==> src/rbsup_pkg.sv <==
// Purpose: shared constants of the remote base supervisor
// Assumes: 50 MHz system clock
// Notes: register offsets are byte addresses on the plain register port
package rbsup_pkg;
  // clock and time base
  localparam int unsigned CLK_PERIOD_NS = 20;
  localparam int unsigned MS_NS = 1000000;
  localparam int unsigned MS_CYCLES = MS_NS / CLK_PERIOD_NS;
  // display phase lengths in milliseconds
  localparam logic [10:0] DIGIT_MS = 11'h1F4;
  localparam logic [10:0] SHORT_MS = 11'h0FA;
  localparam logic [10:0] LONG_MS = 11'h3E8;
  // option switch capture happens this many cycles after reset release
  localparam logic [1:0] STARTUP_CYC = 2'h3;
  // station address limit
  localparam logic [6:0] ADDR_MAX = 7'h70;
  // pacing defaults
  localparam logic [7:0] INTERVAL_DEF = 8'h01;
  localparam logic [7:0] FACTOR_DEF = 8'h02;
  // register map
  localparam logic [3:0] REG_CFG = 4'h0;
  localparam logic [3:0] REG_STAT = 4'h4;
  localparam int unsigned CFG_INTV_LSB = 0;
  localparam int unsigned CFG_FACT_LSB = 8;
  localparam int unsigned CFG_TOL_BIT = 16;
  localparam int unsigned STAT_CHAR_LSB = 0;
  localparam int unsigned STAT_ONLINE_BIT = 8;
  localparam int unsigned STAT_ADDR_LSB = 9;
  localparam int unsigned STAT_ADDR_BAD_BIT = 16;
  localparam int unsigned STAT_DSEL_BIT = 17;
  localparam int unsigned STAT_SPARE_BIT = 18;
  localparam int unsigned STAT_FREEZE_BIT = 19;
  // display characters, ascii
  localparam logic [7:0] CH_0 = 8'h30;
  localparam logic [7:0] CH_1 = 8'h31;
  localparam logic [7:0] CH_2 = 8'h32;
  localparam logic [7:0] CH_3 = 8'h33;
  localparam logic [7:0] CH_7 = 8'h37;
  localparam logic [7:0] CH_A_UP = 8'h41;
  localparam logic [7:0] CH_E_UP = 8'h45;
  localparam logic [7:0] CH_A_LO = 8'h61;
  localparam logic [7:0] CH_B_LO = 8'h62;
  // diagnostic failure kinds
  localparam logic [1:0] DIAG_KIND_ONE = 2'h0;
  localparam logic [1:0] DIAG_KIND_A = 2'h1;
  // address display sequencer
  typedef enum logic [2:0] {
    DS_DIGIT = 3'b001,
    DS_SHORT = 3'b010,
    DS_LONG = 3'b100
  } rbsup_disp_e;
endpackage : rbsup_pkg

==> src/rbsup_sync.sv <==
// Purpose: two-flop synchroniser for pin levels
// Assumes: inputs are slow static levels (switches, jumpers)
// Notes: the first stage is read by the second stage only
module rbsup_sync #(
  parameter int unsigned W = 1
) (
  input wire logic clk,
  input wire logic rst,
  input wire logic [W-1:0] d,
  output logic [W-1:0] q
);
  logic [W-1:0] meta_q;

  // two stages, cleared by reset
  always_ff @(posedge clk) begin
    if (rst) begin
      meta_q <= '0;
      q <= '0;
    end else begin
      meta_q <= d;
      q <= meta_q;
    end
  end
endmodule : rbsup_sync

==> src/rbsup_tick.sv <==
// Purpose: one-cycle pulse every PERIOD clock cycles
// Assumes: PERIOD of at least 2
// Notes: forms the millisecond base of pacing and display
module rbsup_tick #(
  parameter int unsigned PERIOD = 50000
) (
  input wire logic clk,
  input wire logic rst,
  output logic tick
);
  logic [31:0] cnt_q;
  logic wrap;

  if (PERIOD < 2) begin : g_bad_period
    $error("rbsup_tick: PERIOD must be at least 2");
  end

  assign wrap = (cnt_q == 32'(PERIOD - 1));

  // free-running divider; tick is a registered pulse
  always_ff @(posedge clk) begin
    if (rst) begin
      cnt_q <= 32'h0;
      tick <= 1'b0;
    end else begin
      cnt_q <= wrap ? 32'h0 : cnt_q + 32'h1;
      tick <= wrap;
    end
  end
endmodule : rbsup_tick

==> src/rbsup_top.sv <==
// Purpose: supervisor of a fieldbus remote I/O base controller
// Assumes: link, slot scan and diagnostics are same-clock logic; switches are pins
// Notes: status display, option capture, comm-loss fallback, update pacing
// Contract
// display select closed shows address as three digits, pauses short then long
// display select open shows one status character instead of the address
// code 0 when fully operational and online
// code 7 when no configuration received but communication works
// diagnostic failure shows 1, A or E, no communication
// code 2 when installed modules differ from expected configuration
// code 3 when there is no communication with the master
// code a for wrong module in configured slot, strict mode
// code b when the controller sits in the wrong slot
// decimal point lit with status character whenever tolerant mode enabled
// option switches sampled only at startup; changes need a reset
// master uses station addresses 1 through 112 only
// master assigns the same address as the address switches
// on comm loss discrete outputs follow only the jumper
// missing jumper behaves as the off selection
// word outputs zero only for jumper off with module zero
// discrete updates spaced at least interval ms, 1-255, default 1
// word updates once per N discrete updates, 1-255, default 2
// strict mode performs no updates unless configuration matches exactly
// tolerant mode updates matching modules and skips the rest
// address is binary from seven switches, first switch MSB, over 112 invalid
// module in a previously empty slot is ignored
// off de-energises discrete outputs, freeze holds the last state
//
// Our own choices: the register offsets and strobed register access.
module rbsup_top #(
  parameter int unsigned SLOTS = 8,
  parameter int unsigned DW = 8,
  parameter int unsigned AW = 16,
  parameter int unsigned MS_CYCLES = rbsup_pkg::MS_CYCLES
) (
  input wire logic CLK_SYS,
  input wire logic RST,
  input wire logic [6:0] ADDR_SW,
  input wire logic DISP_SEL_SW,
  input wire logic SPARE_SW,
  input wire logic JUMPER_FITTED,
  input wire logic JUMPER_FREEZE,
  input wire logic COMM_OK,
  input wire logic CFG_RECEIVED,
  input wire logic DIAG_FAIL,
  input wire logic [1:0] DIAG_KIND,
  input wire logic WRONG_SLOT,
  input wire logic [SLOTS-1:0] SLOT_CONFIGURED,
  input wire logic [SLOTS-1:0] SLOT_PRESENT,
  input wire logic [SLOTS-1:0] SLOT_MATCH,
  input wire logic [SLOTS*DW-1:0] DOUT_NEW,
  input wire logic [SLOTS*AW-1:0] AOUT_NEW,
  input wire logic [SLOTS-1:0] AOUT_ZERO_SEL,
  input wire logic [3:0] REG_ADDR,
  input wire logic [31:0] REG_WDATA,
  input wire logic REG_WR,
  input wire logic REG_RD,
  output logic [31:0] REG_RDATA,
  output logic [7:0] DISP_CHAR,
  output logic DISP_BLANK,
  output logic DISP_DP,
  output logic ONLINE,
  output logic DISC_UPD,
  output logic WORD_UPD,
  output logic [SLOTS-1:0] SLOT_UPD_EN,
  output logic [SLOTS*DW-1:0] DOUT,
  output logic [SLOTS*AW-1:0] AOUT
);
  // the spacing check needs at least nine cycles per millisecond tick
  if (SLOTS < 1 || DW < 1 || AW < 1 || MS_CYCLES < 9) begin : g_bad_size
    $error("rbsup_top: SLOTS, DW, AW must be at least 1 and MS_CYCLES at least 9");
  end

  // decimal digit of a station address, idx 0 hundreds, 1 tens, 2 ones
  function automatic logic [3:0] dec_digit(input logic [6:0] v, input logic [1:0] idx);
    logic [6:0] r;
    r = (idx == 2'h0) ? v / 7'd100 : (idx == 2'h1) ? (v / 7'd10) % 7'd10 : v % 7'd10;
    return r[3:0];
  endfunction : dec_digit

  ////////////////////////////////////////////////////////////////////////////
  // pin synchronisers and startup capture
  logic [6:0] addr_sync;
  logic [3:0] opt_sync;
  logic [6:0] addr_q;
  logic disp_sel_q;
  logic spare_q;
  logic freeze_q;
  logic [1:0] start_cnt_q;
  logic opt_done_q;
  logic capture;
  logic addr_bad;

  rbsup_sync #(.W(7)) u_addr_sync (
    .clk(CLK_SYS),
    .rst(RST),
    .d(ADDR_SW),
    .q(addr_sync)
  );

  rbsup_sync #(.W(4)) u_opt_sync (
    .clk(CLK_SYS),
    .rst(RST),
    .d({DISP_SEL_SW, SPARE_SW, JUMPER_FITTED, JUMPER_FREEZE}),
    .q(opt_sync)
  );

  // capture once, when the synchronisers hold settled pin levels
  assign capture = !opt_done_q && (start_cnt_q == rbsup_pkg::STARTUP_CYC - 2'h1);
  assign addr_bad = (addr_q > rbsup_pkg::ADDR_MAX);

  // switch 0 is the lowest-numbered switch and carries the MSB
  logic [6:0] addr_rev;
  for (genvar i = 0; i < 7; i++) begin : g_addr_rev
    assign addr_rev[i] = addr_sync[6-i];
  end

  // options are frozen after capture; only a reset re-reads the switches
  always_ff @(posedge CLK_SYS) begin
    if (RST) begin
      start_cnt_q <= 2'h0;
      opt_done_q <= 1'b0;
      addr_q <= 7'h00;
      disp_sel_q <= 1'b0;
      spare_q <= 1'b0;
      freeze_q <= 1'b0;
    end else begin
      if (!opt_done_q) start_cnt_q <= start_cnt_q + 2'h1;
      if (capture) begin
        opt_done_q <= 1'b1;
        addr_q <= addr_rev;
        disp_sel_q <= opt_sync[3];
        spare_q <= opt_sync[2];
        freeze_q <= opt_sync[1] & opt_sync[0];
      end
    end
  end

  ////////////////////////////////////////////////////////////////////////////
  // configuration registers and register port
  logic [7:0] interval_q;
  logic [7:0] factor_q;
  logic tol_q;
  logic wr_cfg;
  logic [7:0] wr_intv;
  logic [7:0] wr_fact;
  logic [31:0] rd_mux;
  logic [7:0] code_char;

  assign wr_cfg = REG_WR && (REG_ADDR == rbsup_pkg::REG_CFG);
  assign wr_intv = REG_WDATA[rbsup_pkg::CFG_INTV_LSB +: 8];
  assign wr_fact = REG_WDATA[rbsup_pkg::CFG_FACT_LSB +: 8];
  assign rd_mux = (REG_ADDR == rbsup_pkg::REG_CFG) ?
                  {15'h0000, tol_q, factor_q, interval_q} :
                  (REG_ADDR == rbsup_pkg::REG_STAT) ?
                  {12'h000, freeze_q, spare_q, disp_sel_q, addr_bad, addr_q, ONLINE, code_char} :
                  32'h0000_0000;

  // a zero pacing value is outside 1-255 and leaves the field unchanged
  always_ff @(posedge CLK_SYS) begin
    if (RST) begin
      interval_q <= rbsup_pkg::INTERVAL_DEF;
      factor_q <= rbsup_pkg::FACTOR_DEF;
      tol_q <= 1'b0;
      REG_RDATA <= 32'h0000_0000;
    end else begin
      if (wr_cfg && wr_intv != 8'h00) interval_q <= wr_intv;
      if (wr_cfg && wr_fact != 8'h00) factor_q <= wr_fact;
      if (wr_cfg) tol_q <= REG_WDATA[rbsup_pkg::CFG_TOL_BIT];
      REG_RDATA <= REG_RD ? rd_mux : 32'h0000_0000;
    end
  end

  ////////////////////////////////////////////////////////////////////////////
  // slot checking and operating condition
  logic [SLOTS-1:0] slot_ok;
  logic [SLOTS-1:0] slot_missing;
  logic [SLOTS-1:0] slot_wrong;
  logic mismatch_any;
  logic wrong_any;
  logic online;
  logic [7:0] diag_char;

  // an unconfigured slot never counts, whatever sits in it
  assign slot_ok = SLOT_CONFIGURED & SLOT_PRESENT & SLOT_MATCH;
  assign slot_missing = SLOT_CONFIGURED & ~SLOT_PRESENT;
  assign slot_wrong = SLOT_CONFIGURED & SLOT_PRESENT & ~SLOT_MATCH;
  assign mismatch_any = |(slot_missing | slot_wrong);
  assign wrong_any = |slot_wrong;
  // strict mode takes the base offline on any mismatch
  assign online = opt_done_q && COMM_OK && CFG_RECEIVED && !DIAG_FAIL && !WRONG_SLOT &&
                  !(!tol_q && mismatch_any);
  assign ONLINE = online;

  assign diag_char = (DIAG_KIND == rbsup_pkg::DIAG_KIND_ONE) ? rbsup_pkg::CH_1 :
                     (DIAG_KIND == rbsup_pkg::DIAG_KIND_A) ? rbsup_pkg::CH_A_UP :
                     rbsup_pkg::CH_E_UP;
  // worst condition wins
  assign code_char = DIAG_FAIL ? diag_char :
                     WRONG_SLOT ? rbsup_pkg::CH_B_LO :
                     !COMM_OK ? rbsup_pkg::CH_3 :
                     !CFG_RECEIVED ? rbsup_pkg::CH_7 :
                     (!tol_q && wrong_any) ? rbsup_pkg::CH_A_LO :
                     mismatch_any ? rbsup_pkg::CH_2 :
                     rbsup_pkg::CH_0;

  ////////////////////////////////////////////////////////////////////////////
  // millisecond base and update pacing
  logic ms_tick;
  logic [7:0] ms_cnt_q;
  logic [7:0] wcnt_q;
  logic disc_due;

  rbsup_tick #(.PERIOD(MS_CYCLES)) u_tick (
    .clk(CLK_SYS),
    .rst(RST),
    .tick(ms_tick)
  );

  assign disc_due = ms_tick && ({1'b0, ms_cnt_q} + 9'h001 >= {1'b0, interval_q});
  assign DISC_UPD = disc_due && online;
  assign WORD_UPD = DISC_UPD && ({1'b0, wcnt_q} + 9'h001 >= {1'b0, factor_q});
  // tolerant mode skips only the slots that fail their check
  assign SLOT_UPD_EN = online ? slot_ok : {SLOTS{1'b0}};

  // the gap counter saturates while offline so the first update after recovery is prompt
  always_ff @(posedge CLK_SYS) begin
    if (RST) begin
      ms_cnt_q <= 8'h00;
      wcnt_q <= 8'h00;
    end else begin
      if (DISC_UPD) ms_cnt_q <= 8'h00;
      else if (ms_tick && ms_cnt_q != 8'hFF) ms_cnt_q <= ms_cnt_q + 8'h01;
      if (WORD_UPD) wcnt_q <= 8'h00;
      else if (DISC_UPD) wcnt_q <= wcnt_q + 8'h01;
    end
  end

  ////////////////////////////////////////////////////////////////////////////
  // output images with fallback on communication loss
  for (genvar s = 0; s < SLOTS; s++) begin : g_slot
    always_ff @(posedge CLK_SYS) begin
      if (RST) begin
        DOUT[s*DW +: DW] <= '0;
        AOUT[s*AW +: AW] <= '0;
      end else begin
        if (!online && !freeze_q) DOUT[s*DW +: DW] <= '0;
        else if (DISC_UPD && SLOT_UPD_EN[s]) DOUT[s*DW +: DW] <= DOUT_NEW[s*DW +: DW];
        if (!online && !freeze_q && AOUT_ZERO_SEL[s]) AOUT[s*AW +: AW] <= '0;
        else if (WORD_UPD && SLOT_UPD_EN[s]) AOUT[s*AW +: AW] <= AOUT_NEW[s*AW +: AW];
      end
    end
  end

  ////////////////////////////////////////////////////////////////////////////
  // front display: address sequencer or status character
  rbsup_pkg::rbsup_disp_e ds_q;
  rbsup_pkg::rbsup_disp_e ds_d;
  logic [1:0] didx_q;
  logic [10:0] dcnt_q;
  logic [10:0] phase_len;
  logic phase_done;

  assign phase_len = (ds_q == rbsup_pkg::DS_DIGIT) ? rbsup_pkg::DIGIT_MS :
                     (ds_q == rbsup_pkg::DS_SHORT) ? rbsup_pkg::SHORT_MS : rbsup_pkg::LONG_MS;
  assign phase_done = ms_tick && (dcnt_q == phase_len - 11'h001);

  // next phase: short pause after the first two digits, long after the third
  always_comb begin
    ds_d = ds_q;
    case (ds_q)
      rbsup_pkg::DS_DIGIT: begin
        if (phase_done) ds_d = (didx_q == 2'h2) ? rbsup_pkg::DS_LONG : rbsup_pkg::DS_SHORT;
      end
      rbsup_pkg::DS_SHORT: begin
        if (phase_done) ds_d = rbsup_pkg::DS_DIGIT;
      end
      rbsup_pkg::DS_LONG: begin
        if (phase_done) ds_d = rbsup_pkg::DS_DIGIT;
      end
      default: begin
        ds_d = rbsup_pkg::DS_DIGIT;
      end
    endcase
  end

  always_ff @(posedge CLK_SYS) begin
    if (RST) begin
      ds_q <= rbsup_pkg::DS_DIGIT;
      didx_q <= 2'h0;
      dcnt_q <= 11'h000;
    end else begin
      ds_q <= ds_d;
      dcnt_q <= phase_done ? 11'h000 : (ms_tick ? dcnt_q + 11'h001 : dcnt_q);
      if (phase_done && ds_q == rbsup_pkg::DS_SHORT) didx_q <= didx_q + 2'h1;
      if (phase_done && ds_q == rbsup_pkg::DS_LONG) didx_q <= 2'h0;
    end
  end

  // display is blank until the options are known; point only in status mode
  always_ff @(posedge CLK_SYS) begin
    if (RST) begin
      DISP_CHAR <= 8'h00;
      DISP_BLANK <= 1'b1;
      DISP_DP <= 1'b0;
    end else if (disp_sel_q) begin
      DISP_CHAR <= rbsup_pkg::CH_0 + {4'h0, dec_digit(addr_q, didx_q)};
      DISP_BLANK <= !opt_done_q || (ds_q != rbsup_pkg::DS_DIGIT);
      DISP_DP <= 1'b0;
    end else begin
      DISP_CHAR <= code_char;
      DISP_BLANK <= !opt_done_q;
      DISP_DP <= tol_q && opt_done_q;
    end
  end
endmodule : rbsup_top
==> config.mk <==
export PLATFORM = sky130hd
export DESIGN_NAME = rbsup_top
export DESIGN_NICKNAME = d
export VERILOG_FILES = /design/src/rbsup_pkg.sv /design/src/rbsup_sync.sv /design/src/rbsup_tick.sv /design/src/rbsup_top.sv
export SDC_FILE = /design/constraint.sdc
export NUM_CORES = 1
export LEC_CHECK = 0
export BUFFER_PORTS_ARGS = -buffer_cell sky130_fd_sc_hd__buf_2
export CELL_PAD_IN_SITES_DETAIL_PLACEMENT = 0
export CELL_PAD_IN_SITES_GLOBAL_PLACEMENT = 2
export CORE_MARGIN = 2
export CORE_UTILIZATION = 31
export CTS_CLUSTER_DIAMETER = 80
export CTS_CLUSTER_SIZE = 24
export DETAILED_ROUTE_END_ITERATION = 12
export GPL_ROUTABILITY_DRIVEN = 0
export PLACE_DENSITY_LB_ADDON = 0.1
export SLEW_MARGIN = 15
export SYNTH_ARGS = -nofsm -noshare
export SYNTH_HDL_FRONTEND = slang
export SYNTH_SLANG_ARGS = --single-unit
==> constraint.sdc <==
create_clock -name CLK_SYS -period 6.1 [get_ports CLK_SYS]
set_input_delay 0.305 -clock CLK_SYS [delete_from_list [all_inputs] [get_ports CLK_SYS]]
set_output_delay 0.305 -clock CLK_SYS [all_outputs]
set_load 0.01 [all_outputs]
==> flow_metrics.env <==
export IMPL_synth_most_common_cell="dfxtp_1"
export IMPL_hold_depth=3
export IMPL_totalPowerFinal_mw=4.477
export IMPL_fin_skew_ps=19.76
export IMPL_relSlewSlack_pct=33.10
export IMPL_antenna_found_initial=3
export IMPL_synth_top_area_share_pct=47.85
export IMPL_cpMostUsedCell="and3_1"
export IMPL_cp_max_fo=9
export IMPL_cts_sinks=338
export IMPL_min_period_ps=4003
export IMPL_finalSetupViolCount=0
export IMPL_reg2reg_from="addr_q[6]$_SDFFE_PP0P_"
export IMPL_maxCapViolCount=0
export IMPL_cts_resized=0
export IMPL_p_per_area_mw_per_mm2=224.2
export IMPL_grt_total_usage_pct=20.51
export IMPL_path_depth=9
export IMPL_drc=0
export IMPL_final_core_utilization_pct=44.20
export IMPL_nFillCells=4553
export IMPL_async_flop_share_pct=0
export IMPL_clk_path_buf_depth=3
export IMPL_syn_area_per_cell_sq_um=9.274
export IMPL_synth_edf_count=0
export IMPL_nNetsFinal=2494
export IMPL_synthTopCellsByCount="dfxtp_1 (338), nor2_1 (232), mux2i_1 (150)"
export IMPL_slowest_delay_ps=790
export IMPL_path_clk_slew_ps=90
export IMPL_dp_hpwl_um=38150
export IMPL_numCtsBuffers=24
export IMPL_synth_area_mux_share_pct=10.72
export IMPL_syn_inst=1525
export IMPL_wirelength_um=50590
export IMPL_rsz0062_at_grt="no"
export IMPL_synth_compound_area_share_pct=8.086
export IMPL_path_buf_inv=1
export IMPL_finalSetupTns_ps=0
export IMPL_period_share_pct=65.62
export IMPL_drive_gt1_share_pct=26.23
export IMPL_layout_setup_ws_ps=2097
export IMPL_synth_cell_area_sq_mm=0.01414
export IMPL_cellLeakagePower_nw=9.353
export IMPL_grt_start_max_net_pins=77
export IMPL_synthXorXnorAreaFrac_pct=4.149
export IMPL_synthSimpleGateAreaFrac_pct=22.13
export IMPL_required_ps=5790
export IMPL_yosys_register_bits=338
export IMPL_ys_top_cells_by_area="dfxtp_1 (48%), mux2i_1 (11%), nor2_1 (6.2%)"
export IMPL_place_inst=2545
export IMPL_outcome="completed"
export IMPL_coreArea_sq_mm=0.04519
export IMPL_grt_overflow=0
export IMPL_end_kind="output pin"
export IMPL_worstMarginPinSlew_ps=1003
export IMPL_fmax_mhz=249.8
export IMPL_wire_per_inst_um=18.03
export IMPL_whs_endpoint="interval_q[3]$_SDFFE_PP0P_"
export IMPL_die_width_um=217.6
export IMPL_via_count=12980
export IMPL_dp_slack_ps=2301
export IMPL_critPathLaunch="wcnt_q[0]$_SDFFE_PP0P_"
export IMPL_clk_latency_ps=570
export IMPL_synth_top_family_by_area="simple AND/OR/NAND/NOR gates"
export IMPL_vias_per_cell=4.626
export IMPL_cts_tree="yes"
export IMPL_ant_nets=0
export IMPL_cp_slowest_cell="o21ai_2"
export IMPL_die_y_um=217.6
export IMPL_crit_chain="ha_1 > and3_1 > and3_1 > xor2_1 > ha_1 > o2111ai_1 > o21ai_2 > and3_1 > buf_2"
export IMPL_crit_family="simple AND/OR/NAND/NOR gates"
export IMPL_ys_flop_type="dfxtp_1"
export IMPL_htree_levels=1
export IMPL_rows=78
export IMPL_hold_viol=0
export IMPL_drv_slew=0
export IMPL_start_kind="register"
export IMPL_peakVddDrop_mv=0.1897
export IMPL_r2r_slack_ps=2330
export IMPL_area_growth_pct=41.22
export IMPL_pin_count=526
export IMPL_hp_class="primary input to register"
export IMPL_root_buffer="clkbuf_16"
export IMPL_drt_pass1_iterations=5
export IMPL_path_class="register to output pin"
export IMPL_worstHoldStart="REG_WDATA[3]"
export IMPL_synthAdderAreaFrac_pct=2.389
export IMPL_yosys_cell_types_count=71
export IMPL_yosysTopAreaCell="dfxtp_1"
export IMPL_finalNonFillerCells=2805
export IMPL_initial_core_util_pct=31.30
export IMPL_r2r_end="DISP_CHAR[2]$_SDFF_PP0_"
export IMPL_portBuffers=497
export IMPL_grt_pass1_wl_um=76100
export IMPL_die_area_sq_mm=0.04735
export IMPL_drt_initial_drc_count=601
export IMPL_crit_arrival_ps=3700
export IMPL_r2r_worst_path_cells=14
export IMPL_yosysWarnings=0
export IMPL_grt_pass1_vias=12960
export IMPL_yosysSeqAreaShare_pct=47.85
[stage by stage]
| step | hold WS, ps | instance area, sq um |
|---|---|---|
| floorplan | 413.8 | 14190 |
| global placement | 427.4 | 16950 |
| detailed placement | 428.1 | 16950 |
| CTS | 2.549 | 19970 |
| global route | 5.832 | 19970 |
| finish | 28.62 | 19970 |
[sequential cells by signal, summed over array words and instances, names as in the netlist, 3 cells and up]
name	count
wcnt_q	8
ds_q	3
u_opt_sync.q	4
interval_q	8
u_opt_sync.meta_q	4
factor_q	8
dcnt_q	11
DOUT	64
AOUT	128
DISP_CHAR	7
REG_RDATA	20
u_tick.cnt_q	32
ms_cnt_q	8
u_addr_sync.meta_q	7
addr_q	7
u_addr_sync.q	7
[per-layer routing]
metal / GRT usage, % / routed length (um) / share of wire, % / vias up
met3: 4.435 / 2976 / 5.9 / 62
met4: 5.411 / 1336 / 2.6 / 2
li1: - / - / - / 6501
met1: 25.89 / 22010 / 44 / 6048
met5: 0 / 7 / 0.014 / -
met2: 35.25 / 24250 / 48 / 362
[worst max path at each step]
stage	end	slack (ps)
after global placement	DOUT[16]$_SDFFE_PP0P_	2330
after CTS	DISC_UPD	2050
after global routing	DISC_UPD	1830
final	WORD_UPD	2100
after floorplan	DISP_CHAR[2]$_SDFF_PP0_	2930
after detailed placement	DOUT[39]$_SDFFE_PP0P_	2300
[placed cells by master (no fill, tap or decap), types with 6 or more instances in the layout]
master,count
nor2b_1,36
a21oi_1,96
nand2b_1,19
xor2_1,48
ha_1,27
buf_4,6
dfxtp_1,338
a21o_1,6
a211oi_1,8
o21ai_0,13
clkbuf_16,25
nand3_1,96
nor3_1,24
nand3b_1,9
dlygate4sd3_1,215
nand4_1,12
nand2_1,130
o21a_1,11
nor2_1,232
or3_1,6
buf_2,496
conb_1,13
inv_1,31
nand4_4,8
nor4_1,11
and3_1,28
mux2i_1,150
xnor2_1,19
[cells by family after synthesis]
logic type               count (synthesis)
XOR/XNOR                                67
AO/OA/AOI/OAI                          177
flip-flops                             338
AND/OR/NAND/NOR                        637
multiplexers                           151
adder cells (fa/ha/maj)                 27
other                                    1
buffers and inverters                  127
[power breakdown]
group	internal [mW]	switching, mW
clock network	0.886	0.926
registers	2.23	0.0262
logic	0.216	0.192
[repair_timing]
action | CTS | global route
setup buffers | 0 | 0
hold buffers | 215 | 0
hold endpoints to repair | 215 | 0
[cell type report]
type                       count  area (sq um)  area share (%)
sequential                   338          6766           33.88
tap                          600         750.7           3.759
multi-input combinational   1072          6785           33.97
antenna                        1         2.502         0.01253
clock inverter                18         224.0           1.121
inverter                      33         123.9          0.6202
clock buffer                  26         639.4           3.201
timing repair buffer         717          4679           23.43
[worst reg2reg max path: stages, from the launching register on]
cell and delay, ps:
dfxtp_1 780, or4b_1 490, o221a_2 160, o2bb2ai_4 180, inv_1 80, ha_1 240, o21ai_0 90, a21boi_0 100
a31oi_1 240, nand2_1 100, xnor2_1 170, ha_1 250, o31ai_2 390, mux2_4 340, o21ai_2 100
(Power assumes the default switching activity.)
